## src/core/sssc_pkg.sv

```systemverilog
package sssc_pkg;
	// register locations on the mpu side
	localparam logic [7:0] SSSC_SFR_CMD = 8'hfd; // host_command_capture, sfr space
	localparam logic [15:0] SSSC_ADDR_STAT = 16'h2708; // serial_transaction_status
	localparam logic [15:0] SSSC_ADDR_CTRL = 16'h270c; // enable and write restrict
	localparam int SSSC_BIT_EN = 4; // serial_port_enable in SSSC_ADDR_CTRL
	localparam int SSSC_BIT_SAFE = 3; // serial_write_restrict in SSSC_ADDR_CTRL
	localparam logic SSSC_RST_EN = 1'h1;
	localparam logic SSSC_RST_SAFE = 1'h0;
	localparam logic [7:0] SSSC_RST_STAT = 8'h00;
	localparam logic [7:0] SSSC_RST_CMD = 8'h00;
	// status field positions
	localparam int SSSC_ST_RDY_ERR = 7;
	localparam int SSSC_ST_RPAR = 6;
	localparam int SSSC_ST_WPAR = 5;
	localparam int SSSC_ST_CNT_HI = 4;
	localparam int SSSC_ST_CNT_LO = 2;
	localparam int SSSC_ST_FLASH = 1;
	localparam int SSSC_ST_FLASH_RDY = 0;
	localparam logic [2:0] SSSC_CNT_NO_DATA = 3'h7; // count shown when no data bytes
	// command byte fields
	localparam int SSSC_CMD_READ = 7; // 1 = master reads, 0 = master writes
	localparam int SSSC_CMD_FLASH = 6; // 1 = flash space, 0 = data ram
	// window of data ram that stays writable under write restrict
	localparam int SSSC_SAFE_LEN = 16;
	localparam logic [7:0] SSSC_IDLE_BYTE = 8'h00;
	// transaction phase, gray along the usual path
	typedef enum logic [1:0] {
		SSSC_PH_CMD = 2'b00,
		SSSC_PH_AHI = 2'b01,
		SSSC_PH_ALO = 2'b11,
		SSSC_PH_DATA = 2'b10
	} sssc_phase_t;
endpackage : sssc_pkg

```

## src/core/sssc_shifter.sv

```systemverilog
`timescale 1ns/10ps
// pin synchronisers and mode 0 byte shifter, msb first
module sssc_shifter import sssc_pkg::*; (
	input wire logic clock,
	input wire logic rst_n,
	input wire logic sck_pin,
	input wire logic csn_pin,
	input wire logic mosi_pin,
	input wire logic [7:0] tx_byte,
	output logic [7:0] rx_byte,
	output logic rx_valid,
	output logic frame_start,
	output logic frame_end,
	output logic frame_active,
	output logic miso
);
	logic sck_s1_ff, sck_s2_ff, sck_s3_ff, csn_s1_ff, csn_s2_ff, csn_s3_ff;
	logic mosi_s1_ff, mosi_s2_ff;
	logic [2:0] bit_cnt_ff, nxt_bit_cnt;
	logic [7:0] rx_sh_ff, nxt_rx_sh, tx_sh_ff, nxt_tx_sh, rx_byte_ff, nxt_rx_byte;
	logic pend_ff, nxt_pend, rx_valid_ff, nxt_rx_valid;
	logic sck_rise, sck_fall;

	// two flops per pin; the third stage only feeds edge detection
	always_ff @(posedge clock or negedge rst_n) begin
		if (!rst_n) begin
			{sck_s1_ff, sck_s2_ff, sck_s3_ff} <= 3'h0;
			{csn_s1_ff, csn_s2_ff, csn_s3_ff} <= 3'h7;
			{mosi_s1_ff, mosi_s2_ff} <= 2'h0;
		end else begin
			sck_s1_ff <= sck_pin;
			sck_s2_ff <= sck_s1_ff;
			sck_s3_ff <= sck_s2_ff;
			csn_s1_ff <= csn_pin;
			csn_s2_ff <= csn_s1_ff;
			csn_s3_ff <= csn_s2_ff;
			mosi_s1_ff <= mosi_pin;
			mosi_s2_ff <= mosi_s1_ff;
		end
	end

	assign sck_rise = sck_s2_ff & ~sck_s3_ff;
	assign sck_fall = ~sck_s2_ff & sck_s3_ff;
	assign frame_start = ~csn_s2_ff & csn_s3_ff;
	assign frame_end = csn_s2_ff & ~csn_s3_ff;
	assign frame_active = ~csn_s2_ff;

	// sample on rising, shift out on falling; next byte loads on the falling
	// edge after a byte, giving the core half an sck period to prepare it
	always_comb begin
		nxt_bit_cnt = bit_cnt_ff;
		nxt_rx_sh = rx_sh_ff;
		nxt_tx_sh = tx_sh_ff;
		nxt_rx_byte = rx_byte_ff;
		nxt_pend = pend_ff;
		nxt_rx_valid = 1'b0;
		if (frame_start) begin
			nxt_bit_cnt = 3'h0;
			nxt_tx_sh = tx_byte;
			nxt_pend = 1'b0;
		end else if (frame_active && sck_rise) begin
			nxt_rx_sh = {rx_sh_ff[6:0], mosi_s2_ff};
			nxt_bit_cnt = bit_cnt_ff + 3'h1;
			if (bit_cnt_ff == 3'h7) begin
				nxt_rx_byte = {rx_sh_ff[6:0], mosi_s2_ff};
				nxt_rx_valid = 1'b1;
				nxt_pend = 1'b1;
			end
		end else if (frame_active && sck_fall) begin
			nxt_tx_sh = pend_ff ? tx_byte : {tx_sh_ff[6:0], 1'b0};
			nxt_pend = 1'b0;
		end
	end

	always_ff @(posedge clock or negedge rst_n) begin
		if (!rst_n) begin
			bit_cnt_ff <= 3'h0;
			rx_sh_ff <= 8'h00;
			tx_sh_ff <= 8'h00;
			rx_byte_ff <= 8'h00;
			pend_ff <= 1'b0;
			rx_valid_ff <= 1'b0;
		end else begin
			bit_cnt_ff <= nxt_bit_cnt;
			rx_sh_ff <= nxt_rx_sh;
			tx_sh_ff <= nxt_tx_sh;
			rx_byte_ff <= nxt_rx_byte;
			pend_ff <= nxt_pend;
			rx_valid_ff <= nxt_rx_valid;
		end
	end

	assign rx_byte = rx_byte_ff;
	assign rx_valid = rx_valid_ff;
	assign miso = tx_sh_ff[7];
endmodule : sssc_shifter

```

## src/core/sssc_top.sv

```systemverilog
`timescale 1ns/10ps
// Overview of operation
// - enable bit routes port onto shared pins 36-39 if their segment map bits clear
// - write restrict passes only command capture and one 16-byte ram window
// - command byte from the master is captured into a read-only mpu register
// - status describes the last finished transaction, readable by master later
// - bit 7 flags that the memory was not ready for the requested access
// - bit 6 is parity of bytes returned, status byte excluded
// - bit 5 is parity of all bytes written, command and address included
// - bits 4..2 are low data byte count; no data bytes reports 111
// - bit 1 is flash mode, forced low while test pin is low
// - bit 0 shows flash ready for another write; master checks it first
// - flash read lock stops flash contents going out on reads
module sssc_top import sssc_pkg::*; #(
	parameter logic [15:0] SAFE_BASE = 16'h0000
) (
	input wire logic clock,
	input wire logic resetn,
	// spi pins
	input wire logic sck_pin,
	input wire logic csn_pin,
	input wire logic mosi_pin,
	output logic miso_out,
	output logic miso_oe,
	input wire logic test_pin,
	input wire logic [3:0] segment_pin_assign,
	output logic spi_pins_active,
	// mpu register port
	input wire logic mpu_sfr_sel,
	input wire logic [15:0] mpu_addr,
	input wire logic mpu_rd,
	input wire logic mpu_wr,
	input wire logic [7:0] mpu_wdata,
	output logic [7:0] mpu_rdata,
	// memory port
	output logic [15:0] mem_addr,
	output logic mem_flash,
	output logic mem_rd,
	output logic mem_wr,
	output logic [7:0] mem_wdata,
	input wire logic [7:0] mem_rdata,
	input wire logic mem_ready,
	// flash state
	input wire logic flash_read_lock,
	input wire logic flash_mode,
	input wire logic flash_ready
);
	logic rst_s1_ff, rst_n_ff, test_s1_ff, test_s2_ff;
	logic en_ff, nxt_en, safe_ff, nxt_safe;
	logic [7:0] cmd_cap_ff, nxt_cmd_cap, stat_ff, nxt_stat, rdata_ff, nxt_rdata;
	sssc_phase_t phase_ff, nxt_phase;
	logic [7:0] cmd_ff, nxt_cmd, tx_ff, nxt_tx;
	logic [15:0] addr_ff, nxt_addr;
	logic [2:0] dcnt_ff, nxt_dcnt;
	logic seen_ff, nxt_seen, wpar_ff, nxt_wpar, rpar_ff, nxt_rpar;
	logic err_ff, nxt_err, rd_pend_ff, nxt_rd_pend, rd_go_ff, nxt_rd_go;
	logic [7:0] rx_byte, new_stat;
	logic rx_valid, frame_start, frame_end, frame_active, sh_miso;
	logic is_read, is_flash, in_safe, wr_ok, rd_ok, rd_now, wr_now;

	// reset asserts asynchronously, releases through two flops
	always_ff @(posedge clock or negedge resetn) begin
		if (!resetn) begin
			rst_s1_ff <= 1'b0;
			rst_n_ff <= 1'b0;
		end else begin
			rst_s1_ff <= 1'b1;
			rst_n_ff <= rst_s1_ff;
		end
	end

	// test pin arrives from outside the clock domain
	always_ff @(posedge clock or negedge rst_n_ff) begin
		if (!rst_n_ff) begin
			test_s1_ff <= 1'b0;
			test_s2_ff <= 1'b0;
		end else begin
			test_s1_ff <= test_pin;
			test_s2_ff <= test_s1_ff;
		end
	end

	// the port owns the pins only when no segment is mapped onto them
	assign spi_pins_active = en_ff & (segment_pin_assign == 4'h0);

	// a disabled port sees an idle bus, so no frame can start
	sssc_shifter u_shifter (
		.clock(clock),
		.rst_n(rst_n_ff),
		.sck_pin(sck_pin & spi_pins_active),
		.csn_pin(csn_pin | ~spi_pins_active),
		.mosi_pin(mosi_pin),
		.tx_byte(tx_ff),
		.rx_byte(rx_byte),
		.rx_valid(rx_valid),
		.frame_start(frame_start),
		.frame_end(frame_end),
		.frame_active(frame_active),
		.miso(sh_miso)
	);
	assign miso_out = sh_miso;
	assign miso_oe = frame_active & spi_pins_active;

	// access decode for the data phase
	assign is_read = cmd_ff[SSSC_CMD_READ];
	assign is_flash = cmd_ff[SSSC_CMD_FLASH];
	assign in_safe = !is_flash && (addr_ff >= SAFE_BASE)
		&& ((addr_ff - SAFE_BASE) < 16'(SSSC_SAFE_LEN));
	assign wr_ok = !safe_ff || in_safe;
	assign rd_ok = !(is_flash && flash_read_lock);
	assign rd_now = rx_valid && is_read && rd_ok && mem_ready
		&& (phase_ff == SSSC_PH_ALO || phase_ff == SSSC_PH_DATA);
	assign wr_now = rx_valid && !is_read && wr_ok && mem_ready
		&& phase_ff == SSSC_PH_DATA;
	assign mem_rd = rd_go_ff; // one cycle late, so mem_addr already holds the new address
	assign mem_wr = wr_now;
	assign mem_addr = addr_ff;
	assign mem_flash = is_flash;
	assign mem_wdata = rx_byte;

	// status snapshot taken as the frame closes
	always_comb begin
		new_stat = SSSC_RST_STAT;
		new_stat[SSSC_ST_RDY_ERR] = err_ff;
		new_stat[SSSC_ST_RPAR] = rpar_ff;
		new_stat[SSSC_ST_WPAR] = wpar_ff;
		new_stat[SSSC_ST_CNT_HI:SSSC_ST_CNT_LO] = seen_ff ? dcnt_ff : SSSC_CNT_NO_DATA;
		new_stat[SSSC_ST_FLASH] = flash_mode & test_s2_ff;
		new_stat[SSSC_ST_FLASH_RDY] = flash_mode & test_s2_ff & flash_ready;
	end

	// transaction engine: phase, address, and the running status terms
	always_comb begin
		nxt_phase = phase_ff;
		nxt_cmd = cmd_ff;
		nxt_addr = addr_ff;
		nxt_tx = tx_ff;
		nxt_dcnt = dcnt_ff;
		nxt_seen = seen_ff;
		nxt_wpar = wpar_ff;
		nxt_rpar = rpar_ff;
		nxt_err = err_ff;
		nxt_rd_go = rd_now;
		nxt_rd_pend = rd_go_ff;
		nxt_stat = stat_ff;
		nxt_cmd_cap = cmd_cap_ff;
		if (rd_pend_ff) begin
			nxt_tx = mem_rdata;
		end
		if (frame_start) begin
			nxt_phase = SSSC_PH_CMD;
			nxt_dcnt = 3'h0;
			nxt_seen = 1'b0;
			nxt_wpar = 1'b0;
			nxt_rpar = 1'b0;
			nxt_err = 1'b0;
		end else if (frame_end) begin
			nxt_stat = new_stat;
			nxt_cmd_cap = cmd_ff;
			nxt_tx = new_stat; // first byte of the next frame
		end else if (rx_valid) begin
			nxt_wpar = wpar_ff ^ (^rx_byte);
			nxt_tx = SSSC_IDLE_BYTE;
			unique case (phase_ff)
				SSSC_PH_CMD: begin
					nxt_cmd = rx_byte;
					nxt_phase = SSSC_PH_AHI;
				end
				SSSC_PH_AHI: begin
					nxt_addr = {rx_byte, addr_ff[7:0]};
					nxt_phase = SSSC_PH_ALO;
				end
				SSSC_PH_ALO: begin
					nxt_addr = {addr_ff[15:8], rx_byte};
					nxt_phase = SSSC_PH_DATA;
					// the read for the first data byte is requested now; mem_rd follows a cycle later
					if (is_read && !mem_ready) begin
						nxt_err = 1'b1;
					end
				end
				SSSC_PH_DATA: begin
					nxt_dcnt = dcnt_ff + 3'h1;
					nxt_seen = 1'b1;
					nxt_addr = addr_ff + 16'h0001;
					if (is_read) begin
						nxt_rpar = rpar_ff ^ (^tx_ff);
					end
					if (!mem_ready) begin
						nxt_err = 1'b1;
					end
				end
			endcase
		end
	end

	always_ff @(posedge clock or negedge rst_n_ff) begin
		if (!rst_n_ff) begin
			phase_ff <= SSSC_PH_CMD;
			cmd_ff <= SSSC_RST_CMD;
			addr_ff <= 16'h0000;
			tx_ff <= SSSC_RST_STAT;
			dcnt_ff <= 3'h0;
			seen_ff <= 1'b0;
			wpar_ff <= 1'b0;
			rpar_ff <= 1'b0;
			err_ff <= 1'b0;
			rd_pend_ff <= 1'b0;
			rd_go_ff <= 1'b0;
			stat_ff <= SSSC_RST_STAT;
			cmd_cap_ff <= SSSC_RST_CMD;
		end else begin
			phase_ff <= nxt_phase;
			cmd_ff <= nxt_cmd;
			addr_ff <= nxt_addr;
			tx_ff <= nxt_tx;
			dcnt_ff <= nxt_dcnt;
			seen_ff <= nxt_seen;
			wpar_ff <= nxt_wpar;
			rpar_ff <= nxt_rpar;
			err_ff <= nxt_err;
			rd_pend_ff <= nxt_rd_pend;
			rd_go_ff <= nxt_rd_go;
			stat_ff <= nxt_stat;
			cmd_cap_ff <= nxt_cmd_cap;
		end
	end

	// mpu register port; read data is registered, unmapped reads give zero
	always_comb begin
		nxt_en = en_ff;
		nxt_safe = safe_ff;
		nxt_rdata = mpu_rdata_q();
		if (mpu_wr && !mpu_sfr_sel && mpu_addr == SSSC_ADDR_CTRL) begin
			nxt_en = mpu_wdata[SSSC_BIT_EN];
			nxt_safe = mpu_wdata[SSSC_BIT_SAFE];
		end
	end

	function automatic logic [7:0] mpu_rdata_q();
		logic [7:0] v;
		v = 8'h00;
		if (mpu_rd) begin
			if (mpu_sfr_sel) begin
				if (mpu_addr[7:0] == SSSC_SFR_CMD) begin
					v = cmd_cap_ff;
				end
			end else if (mpu_addr == SSSC_ADDR_STAT) begin
				v = stat_ff;
			end else if (mpu_addr == SSSC_ADDR_CTRL) begin
				v[SSSC_BIT_EN] = en_ff;
				v[SSSC_BIT_SAFE] = safe_ff;
			end
		end
		return v;
	endfunction : mpu_rdata_q

	always_ff @(posedge clock or negedge rst_n_ff) begin
		if (!rst_n_ff) begin
			en_ff <= SSSC_RST_EN;
			safe_ff <= SSSC_RST_SAFE;
			rdata_ff <= 8'h00;
		end else begin
			en_ff <= nxt_en;
			safe_ff <= nxt_safe;
			rdata_ff <= nxt_rdata;
		end
	end
	assign mpu_rdata = rdata_ff;
endmodule : sssc_top

```

## config.mk

```make
export PLATFORM = sky130hd
export DESIGN_NAME = sssc_top
export DESIGN_NICKNAME = d
export VERILOG_FILES = /design/src/core/sssc_pkg.sv /design/src/core/sssc_shifter.sv /design/src/core/sssc_top.sv
export SDC_FILE = /design/constraint.sdc
export NUM_CORES = 1
export LEC_CHECK = 0
export BUFFER_PORTS_ARGS = -buffer_cell sky130_fd_sc_hd__buf_2
export CAP_MARGIN = 20
export CORE_ASPECT_RATIO = 0.9
export CORE_UTILIZATION = 44
export DETAILED_ROUTE_END_ITERATION = 10
export PLACE_DENSITY = 0.65
export SLEW_MARGIN = 20
export SYNTH_ARGS = -nofsm -noshare
export SYNTH_HDL_FRONTEND = slang
export SYNTH_SLANG_ARGS = --single-unit
```

## constraint.sdc

```tcl
create_clock -name clock -period 3.4 [get_ports clock]
set_input_delay 0.51 -clock clock [delete_from_list [all_inputs] [get_ports clock]]
set_output_delay 0.51 -clock clock [all_outputs]
set_load 0.02 [all_outputs]
```

; ---- Yosys cells after proc, flatten, opt, wreduce, memory -nomap -nowiden
; Index checks and enable logic that the tools add are counted.
[word_totals]
ff_bits = 109
inputBits = 49
out_inout_bits = 38
word_cells = 176
[op_classes]
add_sub_neg = 3
order_cmp = 2
n_eq_ne = 12
mux = 52
bitwise = 21
reduce_logical = 51
[ops]
columns = op, n
row1 = $mux W8, 11
row2 = $pmux W16 S3, 1
row3 = $eq A16 B14 Y1 const B, 2
row4 = $mux W3, 9
row5 = $mux W1, 24
row6 = $add A16 B1 Y16 const B, 1
row7 = $ge A16 B1 Y1 const B, 1
row8 = $logic_and A1 B1 Y1, 16
row9 = $lt A16 B5 Y1 const B, 1
row10 = $reduce_xor A8 Y1, 2
row11 = $reduce_and A5 Y1, 3
row12 = $reduce_bool A2 Y1, 7
row13 = $mux W2, 5
row14 = $reduce_and A2 Y1, 5
row15 = $and A1 B1 Y1, 9
row16 = $not A1 Y1, 9
row17 = $reduce_and A3 Y1, 3
row18 = $eq A8 B8 Y1 const B, 1
row19 = $reduce_and A4 Y1, 2
row20 = $add A3 B1 Y3 const B, 2
row21 = $logic_not A1 Y1, 6
row22 = $ne A3 B3 Y1 const B, 2
row23 = $pmux W2 S3, 1
row24 = $reduce_bool A3 Y1, 2
row25 = 12 further kinds, 16

; ---- Depth between registers and ports, before layout
[depth]
word_depth = 7
depth_mapped = 9
mapped_depth_nobuf = 7

; ---- By module
; From an unflattened synthesis, not the netlist that was laid out.
[hier_totals]
cells_unflattened = 469
hier_area_um2 = 5103.6
[by_module_without_submodules]
columns = module, instances, cells_each, area_each_um2, seq_area_each_um2
row1 = sssc_top, 1, 378, 3677.3, 1828.0
row2 = sssc_shifter, 1, 91, 1426.4, 904.6

; ---- Worst setup path before layout
; OpenSTA, ideal clock, no wires.
[synth_timing]
kind = flip-flop to output port
startpoint = reg phase_ff[0]
endpoint = out mem_wr
arrival_time_ns = 1.658
t_required_ns = 2.890
slack_ns = 1.232
path_stages_with_launch = 7
n_path_buf = 2
cell_sequence = dfrtp_1 inv_1 ha_1 clkbuf_1 buf_2 nand4b_1 a21oi_1
[synth_between]
elab_chain_cells = 2
[synth_rtl]
columns = item, line
row1 = from (decl), sssc_top.sv:51  ; sssc_phase_t phase_ff, nxt_phase;
row2 = from (signal assigned), sssc_top.sv:212  ; phase_ff <= nxt_phase;
row3 = $eq A2 B2 Y1, sssc_top.sv:114  ; && phase_ff == SSSC_PH_DATA;
row4 = $logic_and A1 B1 Y1, sssc_top.sv:114
row5 = to (decl), sssc_top.sv:39  ; output logic mem_wr,
; Every way passes these cells.

; ---- Worst setup path in the final report
[layout_timing]
startpoint = reg addr_ff[10], in the netlist mem_addr[10]
endpoint = out mem_wr
[layout_between]
elab_chain_cells = 7
word_cells_on_any_way = 8
classes_between = order compare (2) / reduce/logical (6)
[layout_rtl]
columns = item, line
row1 = from (decl), sssc_top.sv:53  ; logic [15:0] addr_ff, nxt_addr;
row2 = from (signal assigned), sssc_top.sv:214  ; addr_ff <= nxt_addr;
row3 = $ge A16 B1 Y1, sssc_top.sv:107  ; assign in_safe = !is_flash && (addr_ff >= SAFE_BASE)
row4 = $logic_and A1 B1 Y1, sssc_top.sv:107
row5 = $logic_and A1 B1 Y1 (*), sssc_top.sv:108  ; && ((addr_ff - SAFE_BASE) < 16'(SSSC_SAFE_LEN));
row6 = $logic_or A1 B1 Y1 (*), sssc_top.sv:109  ; assign wr_ok = !safe_ff || in_safe;
row7 = $logic_and A1 B1 Y1 (*) (2 in series), sssc_top.sv:113  ; assign wr_now = rx_valid && !is_read && wr_ok && mem_ready
row8 = $logic_and A1 B1 Y1 (*), sssc_top.sv:114
; Every way passes the cells marked *; elsewhere a longest branch is shown, timed or not.

==> run metrics <==
status finished clean; Critical Setup Path Class reg2out; peak supply drop about 0.30 mV; register area share after synthesis 53.5%; crit path time final approximately 2.7 ns; P per Cell Area 400 mW/mm^2; Distinct cells, synth 53; worst-margin pin slew slightly below 1 ns; crit-path max FO 6; fraction of layout cells with a size suffix above 1 26.1%; most frequent cells in the layout 104 x dfrtp_1, 80 x buf_2, 31 x nand2_1; Worst EP arrival 2.20 ns; Reg2Reg Depth 6; initial antenna violation count 0; Chip Width around 120 um; total power about 2.4 mW; Max Slew Vio Count 0; async set-or-reset flop fraction in the synthesized netlist 100%; drt first-iter violations 155; ant diodes 0; CTS tree done; Critical Path Max Stage Delay 0.51 ns; gpl congestion 0.841; endpoints failing hold 0; dpl hpwl 8050 um; Synth Cell Area 0.00510 sq mm; Leak Pwr 2.94 nW; Syn Area/Cell 11.1 sq um; Hold Path Sink test_s1_ff; total wire length 11300 um; CTS resizes 0; Yosys warning count 0; Max Root-Sink Buffers 2; post-route ant nets 0; Die Span Y approximately 100 um; number of setup buffers added after CTS 0; Final setup viols 0; most common cell after layout, fill and taps aside dfrtp_1; Slowest-stage cell, CP or4_1; GRT Overall Usage 20.0%; Setup crit start kind flip-flop; Mapped Cells about 460; CTS Hold Buffers Added 1; hold wc startpoint test_pin; H-tree levels 3; First-pass DRT Iterations 4; Highest Clock Rate 370 MHz; Nets 599; DRC violation count after routing 0; reg2reg setup slack 0.96 ns; RSZ-0062 raised after global routing no; routed vias roughly 3700; vias in the first global route ~3600; slew margin rel. 33.9%; WL/cell between 15 and 20 um; clock skew 0.0119 ns; vias per inst 5.38; CP Capture Type primary output; worst hold path cell count 1; Cell Rows 36; Die ar. 0.0120 sq mm; Hold Path Class in2reg; largest net degree at the start of global routing 50; Initial Utilization 46.1%; final worst path period share 79.6%; CP Cell Sequence or4_1 -> nor4_1 -> nand4_1 -> a21oi_1 -> buf_2; Clock Sinks 109; Mapped Nets 521; number of buffers created by CTS 9; most common flop cell mapped by yosys dfrtp_1; post-synthesis register bit count 109; final setup TNS 0 ns; Port-buffer cells 80; number of synthesized flops with an enable pin 0; I/O pin cnt 87; first-pass GRT wire length 18400 um; Worst Path Required 2.89 ns; grt ovf 0; max_cap viols 0; Clk pin slew, worst setup/hold paths ~0.070 ns; clk_lat worst skew ~0.35 ns; clk root buf clkbuf_16; R2R Path Start phase_ff[0]; CORE AREA 0.0111 sq mm; r2r endpoint mem_addr[6]; Layout area overhead 16.5%
==> kinds of logic after synthesis <==
family          count (synthesis)  synth area share [%]
other cells                     1                0.0735
mux                            63                  13.3
compound gates                 78                  9.17
buf+inv                        34                  2.67
flops                         109                  53.5
fa+ha+maj                      11                  2.70
simple gates                  150                  16.0
xor+xnor                       15                  2.57
==> critical path: cells and delay by family (launching register included) <==
kind / cells / cell delay, ns
buffers and inverters: 1 / 0.20
AO/OA/AOI/OAI: 1 / 0.25
AND/OR/NAND/NOR: 3 / 0.95
flip-flops: 1 / 0.45
==> power breakdown <==
group	switching [mW]	internal (mW)	total, mW	leakage, nW
logic	0.0302	0.0263	0.0565	1.38
registers	0.0134	1.30	1.31	1.42
clock network	0.501	0.508	1.01	0.139
==> synthesized netlist by cell type, types with 2 or more instances <==
master	instances	share of area, %
xnor2_1	14	2.4
nor3b_1	4	0.59
or3_1	2	0.25
a21oi_1	19	1.9
inv_1	15	1.1
and2_1	3	0.37
nand4_1	6	0.74
mux2i_1	26	5.1
buf_2	4	0.39
nand2b_1	2	0.25
mux2_2	28	6.2
dfstp_2	4	2.1
nand4b_1	2	0.34
nor2b_1	18	2.2
ha_1	11	2.7
nor4_2	2	0.49
o31ai_1	2	0.29
o21ai_0	27	2.6
a22oi_1	4	0.59
nor3_1	4	0.39
a221o_1	3	0.59
clkbuf_1	14	1.0
dfrtp_1	105	51
o22ai_1	11	1.3
nand2_1	31	2.3
nand3_1	20	2.0
or2_2	2	0.25
a32oi_1	4	0.69
nor2_1	30	2.2
mux2_1	9	2.0
nor4_1	4	0.49
and3_1	7	0.86
nor4b_1	4	0.69
==> sequential cells by signal, summed over array words and instances, names as in the netlist, 8 cells and up <==
signal	count
cmd_cap_ff	8
u_shifter.tx_sh_ff	8
u_shifter.rx_byte	8
cmd_ff	8
tx_ff	8
stat_ff	8
mem_addr	16
mpu_rdata	8
==> per-stage QoR <==
step	utilization (%)	instances	hold WS (ns)	instance area, sq um	setup slack, ns
final	53.7	696	0.260	5950	0.695
after global routing	53.7	696	0.248	5950	0.557
after CTS	53.7	696	0.250	5950	0.664
after detailed placement	51.1	679	0.297	5660	0.981
after global placement	51.1	679	0.299	5660	1.04
after floorplan	-	461	0.214	5100	0.146
==> metal layers <==
metal / global-route usage [%] / vias up / share of wire [%]
li1: - / 1800 / -
met1: 27.6 / 1849 / 47
met2: 31.4 / 85 / 48
met3: 3.90 / 13 / 4.0
met4: 6.59 / 0 / 1.5
met5: 0 / - / 0
==> layout make-up <==
type / instances / area [sq um]
Tap cell: 152 / 190
Sequential cell: 109 / 2740
Timing Repair Buffer: 86 / 448
Inverter: 15 / 56.3
Clock buffer: 9 / 225
Fill cell: 1015 / 5130
Multi-Input combinational cell: 318 / 2240
Clock inverter: 7 / 55.1
==> worst max-delay path by stage <==
stage | from | endpoint | slack, ns | depth (start not counted)
final | mem_addr[10] | mem_wr | 0.69 | 5
after global routing | mem_addr[12] | mem_wr | 0.56 | 5
after CTS | mem_addr[12] | mem_wr | 0.66 | 5
after detailed placement | phase_ff[0] | mem_addr[6] | 0.98 | 6
after global placement | phase_ff[0] | mem_addr[6] | 1.04 | 6
after floorplan | rst_n_ff | cmd_cap_ff[0] | 0.15 | 0
Note: power is estimated with default switching activity, not from simulation.
